## src/pkg/gpt_consts.svh

```systemverilog
`ifndef GPT_CONSTS_SVH
`define GPT_CONSTS_SVH
// What this block does
// RULE1 - 16-bit auto-reload counter: up, down, centre
// RULE2 - prescaler divides by any integer 1..65536
// RULE3 - four-channel variant: four capture/compare/PWM/one-pulse channels
// RULE4 - two-channel variant: two channels, same functions
// RULE5 - DMA requests only on four-channel variant
// RULE6 - sibling trigger can synchronize, start, clock
// RULE7 - debug freeze stops counter while halted; link and hall restarts still zero it while frozen
// RULE8 - four-channel variant decodes encoder and hall
// RULE9 - two-channel variant clocked from low-speed oscillator
// RULE10 - selectable timer events trigger converter start
// RULE11 - capture inputs routed through firmware multiplexer
// RULE12 - overflow/underflow raises update, reloads buffered settings
`define GPT_CNT_W       16
`define GPT_CNT_RESET   16'h0000
`define GPT_ARR_RESET   16'hffff
`define GPT_PSC_RESET   16'h0000
`define GPT_CMP_RESET   16'h0000
`define GPT_SRC_PER_CH  4
`define GPT_SEL_W       2
`define GPT_EVT_SEL_W   3
`define GPT_HALL_W      3
`define GPT_FULL_CH     4
`endif

```

## src/pkg/gpt_pkg.sv

```systemverilog
package gpt_pkg;
    // counting direction scheme
    typedef enum logic [1:0] {
        gpt_cnt_up     = 2'b00,
        gpt_cnt_down   = 2'b01,
        gpt_cnt_center = 2'b10
    } gpt_cnt_mode_t;

    // where the prescaler input ticks come from
    typedef enum logic [1:0] {
        gpt_clk_internal = 2'b00,
        gpt_clk_lse      = 2'b01,
        gpt_clk_link     = 2'b10,
        gpt_clk_encoder  = 2'b11
    } gpt_clk_src_t;

    // what the sibling timer's trigger does to this one
    typedef enum logic [1:0] {
        gpt_link_none  = 2'b00,
        gpt_link_reset = 2'b01,
        gpt_link_gate  = 2'b10,
        gpt_link_start = 2'b11
    } gpt_link_mode_t;

    // per-channel function
    typedef enum logic [1:0] {
        gpt_ch_capture = 2'b00,
        gpt_ch_toggle  = 2'b01,
        gpt_ch_pwm     = 2'b10,
        gpt_ch_pwm_inv = 2'b11
    } gpt_ch_mode_t;
endpackage

```

## src/logic/gpt_channel.sv

```systemverilog
`include "gpt_consts.svh"
module gpt_channel (
    // clock and reset
    input  wire logic                 clock,
    input  wire logic                 rst_b,
    // configuration
    input  wire gpt_pkg::gpt_ch_mode_t mode,
    input  wire logic [15:0]          compare,
    input  wire logic                 cap_falling,
    // timebase
    input  wire logic                 load,
    input  wire logic [15:0]          count,
    input  wire logic                 cnt_tick,
    // filtered capture input
    input  wire logic                 cap_lvl,
    // results
    output logic                      ch_out,
    output logic [15:0]               capture,
    output logic                      evt
);
    logic [15:0] cmp_sh;
    logic        cap_d;

    // edge and match decode
    wire is_cap   = (mode == gpt_pkg::gpt_ch_capture);
    wire cap_edge = cap_falling ? (cap_d & ~cap_lvl) : (~cap_d & cap_lvl);
    wire match    = cnt_tick & (count == cmp_sh);
    wire pwm_lvl  = (count < cmp_sh);

    // compare value is buffered so a mid-period write cannot glitch pwm
    always_ff @(posedge clock or negedge rst_b) begin
        if (!rst_b) begin
            cmp_sh <= `GPT_CMP_RESET;
            cap_d  <= 1'b0;
        end else begin
            cap_d <= cap_lvl;
            if (load)
                cmp_sh <= compare; // [RULE12]
        end
    end

    // capture, compare and pwm outputs
    always_ff @(posedge clock or negedge rst_b) begin
        if (!rst_b) begin
            ch_out  <= 1'b0;
            capture <= `GPT_CNT_RESET;
            evt     <= 1'b0;
        end else begin
            evt <= is_cap ? cap_edge : match; // [RULE3] [RULE4]
            if (is_cap && cap_edge)
                capture <= count;
            unique case (mode)
                gpt_pkg::gpt_ch_capture: ch_out <= 1'b0;
                gpt_pkg::gpt_ch_toggle:  ch_out <= ch_out ^ match;
                gpt_pkg::gpt_ch_pwm:     ch_out <= pwm_lvl;
                gpt_pkg::gpt_ch_pwm_inv: ch_out <= ~pwm_lvl;
            endcase
        end
    end
endmodule

```

## src/logic/gpt_timer.sv

```systemverilog
`include "gpt_consts.svh"
module gpt_timer #(
    parameter int NUM_CH = `GPT_FULL_CH
) (
    // clock and reset
    input  wire logic                    clock,
    input  wire logic                    rst_b,
    // timebase configuration
    input  wire logic                    enable,
    input  wire gpt_pkg::gpt_cnt_mode_t  cnt_mode,
    input  wire gpt_pkg::gpt_clk_src_t   clk_src,
    input  wire logic [15:0]             prescale,
    input  wire logic [15:0]             auto_reload,
    input  wire logic                    one_pulse,
    input  wire gpt_pkg::gpt_link_mode_t link_mode,
    input  wire logic                    hall_en,
    // debug
    input  wire logic                    debug_freeze,
    input  wire logic                    cpu_halted,
    // channel configuration
    input  wire gpt_pkg::gpt_ch_mode_t   ch_mode     [NUM_CH],
    input  wire logic [15:0]             compare     [NUM_CH],
    input  wire logic [1:0]              ch_in_sel   [NUM_CH],
    input  wire logic [NUM_CH-1:0]       cap_falling,
    // event routing
    input  wire logic [2:0]              trig_sel,
    input  wire logic [2:0]              adc_sel,
    // pins and sibling timer
    input  wire logic [NUM_CH*4-1:0]     ch_src,
    input  wire logic [2:0]              hall_in,
    input  wire logic                    lse_clk_in,
    input  wire logic                    link_in,
    // counter state
    output logic [15:0]                  count,
    output logic                         count_down,
    // channel results
    output logic [NUM_CH-1:0]            ch_out,
    output logic [15:0]                  capture     [NUM_CH],
    output logic [NUM_CH-1:0]            ch_evt,
    // events
    output logic                         update_evt,
    output logic                         trig_out,
    output logic                         adc_trig,
    output logic [NUM_CH:0]              dma_req
);
    // the variant follows from the channel count
    localparam bit FULL = (NUM_CH == `GPT_FULL_CH);
    localparam int SRC_W = NUM_CH * `GPT_SRC_PER_CH;
    localparam int AW = SRC_W + `GPT_HALL_W + 2;

    // three-stage synchroniser for every pin; s1 feeds s2 only
    logic [AW-1:0] s1, s2, s3, filt, filt_d;
    wire  [AW-1:0] pins  = {link_in, lse_clk_in, hall_in, ch_src};
    wire  [AW-1:0] agree = ~(s2 ^ s3);

    always_ff @(posedge clock or negedge rst_b) begin
        if (!rst_b) begin
            s1     <= '0;
            s2     <= '0;
            s3     <= '0;
            filt   <= '0;
            filt_d <= '0;
        end else begin
            s1     <= pins;
            s2     <= s1;
            s3     <= s2;
            filt   <= (s3 & agree) | (filt & ~agree);
            filt_d <= filt;
        end
    end

    // pin field decode after filtering
    wire [SRC_W-1:0] src_f  = filt[SRC_W-1:0];
    wire [2:0]       hall_f = filt[SRC_W +: 3];
    wire [2:0]       hall_p = filt_d[SRC_W +: 3];
    wire             lse_r  = filt[AW-2] & ~filt_d[AW-2];
    wire             link_l = filt[AW-1];
    wire             link_r = link_l & ~filt_d[AW-1];

    // capture input routing per channel
    logic [NUM_CH-1:0] chan_in;
    genvar g;
    generate
        for (g = 0; g < NUM_CH; g++) begin : g_route
            wire [1:0] sel = ch_in_sel[g];
            assign chan_in[g] = src_f[g*4 + sel]; // [RULE11]
        end
    endgenerate

    // hall sensors replace channel 0 input with their xor
    wire hall_on  = FULL & hall_en;
    wire hall_x   = ^hall_f; // [RULE8]
    wire hall_chg = hall_on & (hall_f != hall_p);
    logic [NUM_CH-1:0] cap_lvl;
    assign cap_lvl = {chan_in[NUM_CH-1:1], hall_on ? hall_x : chan_in[0]};

    // quadrature decode on channels 0 and 1, four counts per cycle
    logic enc_a_d;
    logic enc_b_d;
    wire enc_a    = chan_in[0];
    wire enc_b    = chan_in[1];
    wire enc_step = (enc_a ^ enc_a_d) | (enc_b ^ enc_b_d);
    wire enc_up   = enc_a ^ enc_b_d; // [RULE8]
    wire enc_mode = FULL & (clk_src == gpt_pkg::gpt_clk_encoder);

    // tick source selection; lse only exists on the small variant
    wire lse_tick = !FULL & lse_r; // [RULE9]
    wire enc_tick = FULL & enc_step;
    wire src_tick =
        (clk_src == gpt_pkg::gpt_clk_internal) ? 1'b1     :
        (clk_src == gpt_pkg::gpt_clk_lse)      ? lse_tick :
        (clk_src == gpt_pkg::gpt_clk_link)     ? link_r   : // [RULE6]
                                                 enc_tick;

    // run control: start, gate, freeze and one-pulse stop
    logic run;
    logic op_done;
    wire frozen   = debug_freeze & cpu_halted; // [RULE7]
    wire gated    = (link_mode == gpt_pkg::gpt_link_gate) & ~link_l;
    wire start_ok = (link_mode != gpt_pkg::gpt_link_start) | link_r;
    wire link_rst = (link_mode == gpt_pkg::gpt_link_reset) & link_r;
    wire active   = enable & run & ~frozen & ~gated;

    // prescaler: divide by prescale + 1
    logic [15:0] psc_cnt;
    logic [15:0] psc_sh;
    logic [15:0] arr_sh;
    wire psc_in   = active & src_tick;
    wire psc_wrap = (psc_cnt == psc_sh);
    wire cnt_tick = psc_in & psc_wrap; // [RULE2]

    // counter stepping and wrap decode
    logic center_dn;
    wire is_center = (cnt_mode == gpt_pkg::gpt_cnt_center);
    wire dn = enc_mode ? ~enc_up :
              (cnt_mode == gpt_pkg::gpt_cnt_down) | (is_center & center_dn);
    wire at_top  = (count == arr_sh);
    wire at_bot  = (count == `GPT_CNT_RESET);
    wire wrap_hi = ~dn & at_top;
    wire wrap_lo = dn & at_bot;
    wire wrapped = cnt_tick & (wrap_hi | wrap_lo);
    wire [15:0] cnt_inc = count + 16'h0001;
    wire [15:0] cnt_dec = count - 16'h0001;
    wire [15:0] next_count =
        (wrap_hi & is_center & ~at_bot) ? cnt_dec :
        wrap_hi                         ? `GPT_CNT_RESET :
        (wrap_lo & is_center & ~at_top) ? cnt_inc :
        wrap_lo                         ? arr_sh : // [RULE1]
        dn                              ? cnt_dec : cnt_inc;
    wire restart = link_rst | hall_chg; // [RULE6]
    wire update  = wrapped | restart;   // [RULE12]
    // settings also load while idle so a fresh start sees them at once
    wire load    = update | ~run;

    // run and one-pulse state
    always_ff @(posedge clock or negedge rst_b) begin
        if (!rst_b) begin
            run     <= 1'b0;
            op_done <= 1'b0;
        end else if (!enable) begin
            run     <= 1'b0;
            op_done <= 1'b0;
        end else if (run && one_pulse && wrapped) begin
            run     <= 1'b0; // [RULE3]
            op_done <= 1'b1;
        end else if (!run && !op_done && start_ok) begin
            run <= 1'b1; // [RULE6]
        end
    end

    // prescaler and buffered settings
    always_ff @(posedge clock or negedge rst_b) begin
        if (!rst_b) begin
            psc_cnt <= `GPT_PSC_RESET;
            psc_sh  <= `GPT_PSC_RESET;
            arr_sh  <= `GPT_ARR_RESET;
        end else begin
            if (restart || (psc_in && psc_wrap) || !run)
                psc_cnt <= `GPT_PSC_RESET;
            else if (psc_in)
                psc_cnt <= psc_cnt + 16'h0001;
            if (load) begin
                psc_sh <= prescale; // [RULE12]
                arr_sh <= auto_reload;
            end
        end
    end

    // main counter and direction
    always_ff @(posedge clock or negedge rst_b) begin
        if (!rst_b) begin
            count     <= `GPT_CNT_RESET;
            center_dn <= 1'b0;
            enc_a_d   <= 1'b0;
            enc_b_d   <= 1'b0;
        end else begin
            enc_a_d <= enc_a;
            enc_b_d <= enc_b;
            if (restart) begin
                count     <= `GPT_CNT_RESET;
                center_dn <= 1'b0;
            end else if (cnt_tick) begin
                count <= next_count; // [RULE1]
                if (is_center && (wrap_hi || wrap_lo))
                    center_dn <= ~center_dn;
            end
        end
    end

    assign count_down = dn;

    // capture/compare channels
    generate
        for (g = 0; g < NUM_CH; g++) begin : g_ch
            gpt_channel u_ch (
                .clock       (clock),
                .rst_b       (rst_b),
                .mode        (ch_mode[g]),
                .compare     (compare[g]),
                .cap_falling (cap_falling[g]),
                .load        (load),
                .count       (count),
                .cnt_tick    (cnt_tick),
                .cap_lvl     (cap_lvl[g]),
                .ch_out      (ch_out[g]),
                .capture     (capture[g]),
                .evt         (ch_evt[g])
            );
        end
    endgenerate

    // event routing: index 0 is update, index n is channel n-1
    logic upd_q;
    wire [NUM_CH:0] evts    = {ch_evt, upd_q};
    wire            trig_ok = (trig_sel <= 3'(NUM_CH));
    wire            adc_ok  = (adc_sel <= 3'(NUM_CH));

    // routed events are registered pulses, two cycles after the cause
    always_ff @(posedge clock or negedge rst_b) begin
        if (!rst_b) begin
            upd_q      <= 1'b0;
            update_evt <= 1'b0;
            trig_out   <= 1'b0;
            adc_trig   <= 1'b0;
            dma_req    <= '0;
        end else begin
            upd_q      <= update;
            update_evt <= upd_q;
            trig_out   <= trig_ok & evts[trig_sel]; // [RULE6]
            adc_trig   <= adc_ok & evts[adc_sel];   // [RULE10]
            dma_req    <= FULL ? evts : '0;         // [RULE5]
        end
    end
endmodule

```

## config.mk

```make
export PLATFORM = sky130hd
export DESIGN_NAME = gpt_timer
export DESIGN_NICKNAME = d
export VERILOG_FILES = /design/src/pkg/gpt_pkg.sv /design/src/logic/gpt_channel.sv /design/src/logic/gpt_timer.sv
export VERILOG_INCLUDE_DIRS = /design/src /design/src/pkg
export SDC_FILE = /design/constraint.sdc
export NUM_CORES = 1
export LEC_CHECK = 0
export ABC_CLOCK_PERIOD_IN_PS = 5400
export BUFFER_PORTS_ARGS = -buffer_cell sky130_fd_sc_hd__buf_2
export CORE_UTILIZATION = 51
export DETAILED_ROUTE_END_ITERATION = 7
export GPL_ROUTABILITY_DRIVEN = 1
export PLACE_DENSITY = 0.81
export SLEW_MARGIN = 20
export SYNTH_ARGS = -nofsm -noshare
export SYNTH_HDL_FRONTEND = slang
export SYNTH_SLANG_ARGS = --single-unit
```

## constraint.sdc

```tcl
create_clock -name clock -period 5.4 [get_ports clock]
set_input_delay 1.08 -clock clock [delete_from_list [all_inputs] [get_ports clock]]
set_output_delay 1.08 -clock clock [all_outputs]
set_load 0.05 [all_outputs]
```

==> reports/results.txt <==
status: complete, no violations
Crit Path Max Fanout: 23
Pwr Total: 5.408 mW
CTS sink cnt: 300
P per Cell Area: 315.0 nW/um^2
count leader, synth: dfrtp_1
detailed-route vias per instance: 5.683
Synth cell types: 76
min Tclk post-route: 4.082 ns
Placer Congestion: 0.9717
Max Cap Violations: 0
I/O Buffers: 251
share of cells above drive strength 1: 33.90%
Post-CTS Setup Repair Bufs: 0
first-pass GRT wire length: 59170 um
Remaining DRCs: 0
Initial Util: 52.03%
DIE AREA: 29100 sq um
TritonCTS Buffers: 34
WS Path Type: input pin to output port
largest net degree at the start of global routing: 122
global-route usage over all layers: 26.59%
Detailed Place HPWL: 27100 um
Detail Route Antenna Nets: 0
Worst-Margin Slew: 1.079 ns
clk buf depth: 3
hold-fix buffers at CTS: 0
CTS H-tree depth: 2
Yosys top cell by area: dfrtp_1
CTS tree: done
GRT Residual Overflow: 0
row cnt: 61
post-synthesis sequential area ratio: 51.93%
CTS resizes: 0
CP Data Required Time: 4.32 ns
Die Ht: 170.6 um
EDFF count, synth: 0
Routed WL: 38160 um
post-synth top area share: 49.03%
Root Buffer: clkbuf_16
Layout Nets: 1688
Die W: 170.6 um
initial drt markers: 810
Layout area overhead: 18.46%
Max Clk Rate: 245.0 MHz
ys flop type: dfrtp_1
RSZ-0062 raised after global routing: no
Static Leak: 8.691 nW
clk slew on worst S/H paths: 0.06 ns
Final Hold Viols: 0
WL/cell: 20.45 um
top cells by area, synth: dfrtp_1 (49%), mux2_2 (7.9%), ha_1 (6.0%)
WP data arrival: 3.00 ns
num ports: 253
vias in the first global route: 10790
Ys Warns: 0
cell count after synthesis: 1216
# setup viols final: 0
number of iterations in the first detailed-routing pass: 7
initial antenna violation count: 8
worst skew pair latency: 0.52 ns
Crit. End Element: output port
Post-synth top cells: dfrtp_1 (284), mux2_2 (102), inv_1 (81), ha_1 (70), nand2_1 (59)
asr flop ratio synth: 100.0%
synthesized area: 14490 sq um
Hold Crit Class: flip-flop to flip-flop
Peak VDD IR: 0.0002705 V
Final Cycle Share: 75.59%
slew margin rel.: 28.08%
Post-Syn Nets: 1442
fill cell count: 2211
Final Max Tran Viols: 0
mean area per synthesized cell: 11.92 sq um
Core Area: 27860 sq um
synthesized flop and latch total: 300
setup TNS: 0 ns
via count: 10600
Setup crit start kind: input pin
Final Skew: 0.01613 ns
[worst max-delay path: stages]
cell,delay [ns]
buf_2,0.10
mux4_2,0.57
xnor2_2,0.17
a21oi_2,0.44
inv_1,0.14
buf_4,0.25
buf_2,0.25
[cell usage in the layout, fill, tap and decap left out, drive strengths merged, types with 20 or more instances in the layout]
master	instances
o21ai	59
nand2	60
nand4	21
dfrtp	284
maj3	20
mux2	142
nand3	36
nor2	54
a21oi	38
inv	83
ha	70
nor4	20
a21o	23
xnor2	27
clkbuf	45
xor2	43
buf	270
[worst paths after layout]
path	startpoint	end	slack, ns	cells past startpoint
worst max-delay path	ch_in_sel[6]	count_down	1.32	7
worst min-delay path	s1[10]	s2[10]	0.34	0
worst max register to register	count[1]	count[8]	1.57	9
worst min register to register	s1[10]	s2[10]	0.34	0
max in group asynchronous	rst_b	async pin	3.67	2
min in group asynchronous	rst_b	g_ch[2].u_ch.capture[11]	0.51	1
[kinds of logic (layout without fill, tap and decap cells)]
kind of cell / Yosys count / count (layout) / share of synthesized area [%]
AO/OA/AOI/OAI: 196 / 196 / 8.900
adder cells (fa/ha/maj): 90 / 90 / 7.424
buffers and inverters: 141 / 406 / 4.705
AND/OR/NAND/NOR: 269 / 269 / 9.617
multiplexers: 150 / 150 / 13.14
XOR/XNOR: 70 / 70 / 4.282
flip-flops: 300 / 300 / 51.93
other: 0 / 7 / 0
[metal layers]
metal	vias up	GRT usage, %	wire, um
met4	2	13.67	1746
li1	4820	-	-
met5	-	0	13
met2	459	42.47	17780
met3	114	5.829	3086
met1	5209	34.01	15530
[report_power, final]
group          total [mW]  switching, mW  internal [mW]  leakage, nW
Combinational       0.622          0.341          0.280         4.41
Clock                2.29          0.900           1.40        0.546
Sequential           2.49         0.0933           2.40         3.73
Total                5.41           1.33           4.07         8.69
[area by class of cell]
class	instances	area, sq um	area share [%]
Multi-Input combinational cell	775	6311	36.76
Timing Repair Buffer	270	1434	8.352
Clock buffer	45	963.4	5.611
Sequential cell	300	7527	43.84
Antenna cell	7	17.52	0.1020
Inverter	81	304.0	1.771
Tap cell	378	473.0	2.755
Clock inverter	10	138.9	0.8089
[registers in the layout, indices dropped and copies added (netlist names), 5 cells and up, named ones only]
register,cells
count,16
s1,20
psc_sh,16
s2,20
arr_sh,16
psc_cnt,16
s3,20
dma_req,5
g_ch.u_ch.cmp_sh,64
g_ch.u_ch.capture,64
[per-stage QoR]
step	worst slack (ns)	hold slack [ns]	utilization (%)	cells	area, sq um
after floorplan	1.769	0.3312	-	1216	14490
after global placement	1.323	0.3317	57.58	1804	16040
after detailed placement	1.271	0.3347	57.58	1804	16040
after CTS	1.352	0.3375	61.54	1859	17140
after global routing	1.278	0.3517	61.62	1865	17170
final	1.318	0.3411	61.63	1866	17170
Note: power is estimated with default switching activity, not from simulation.
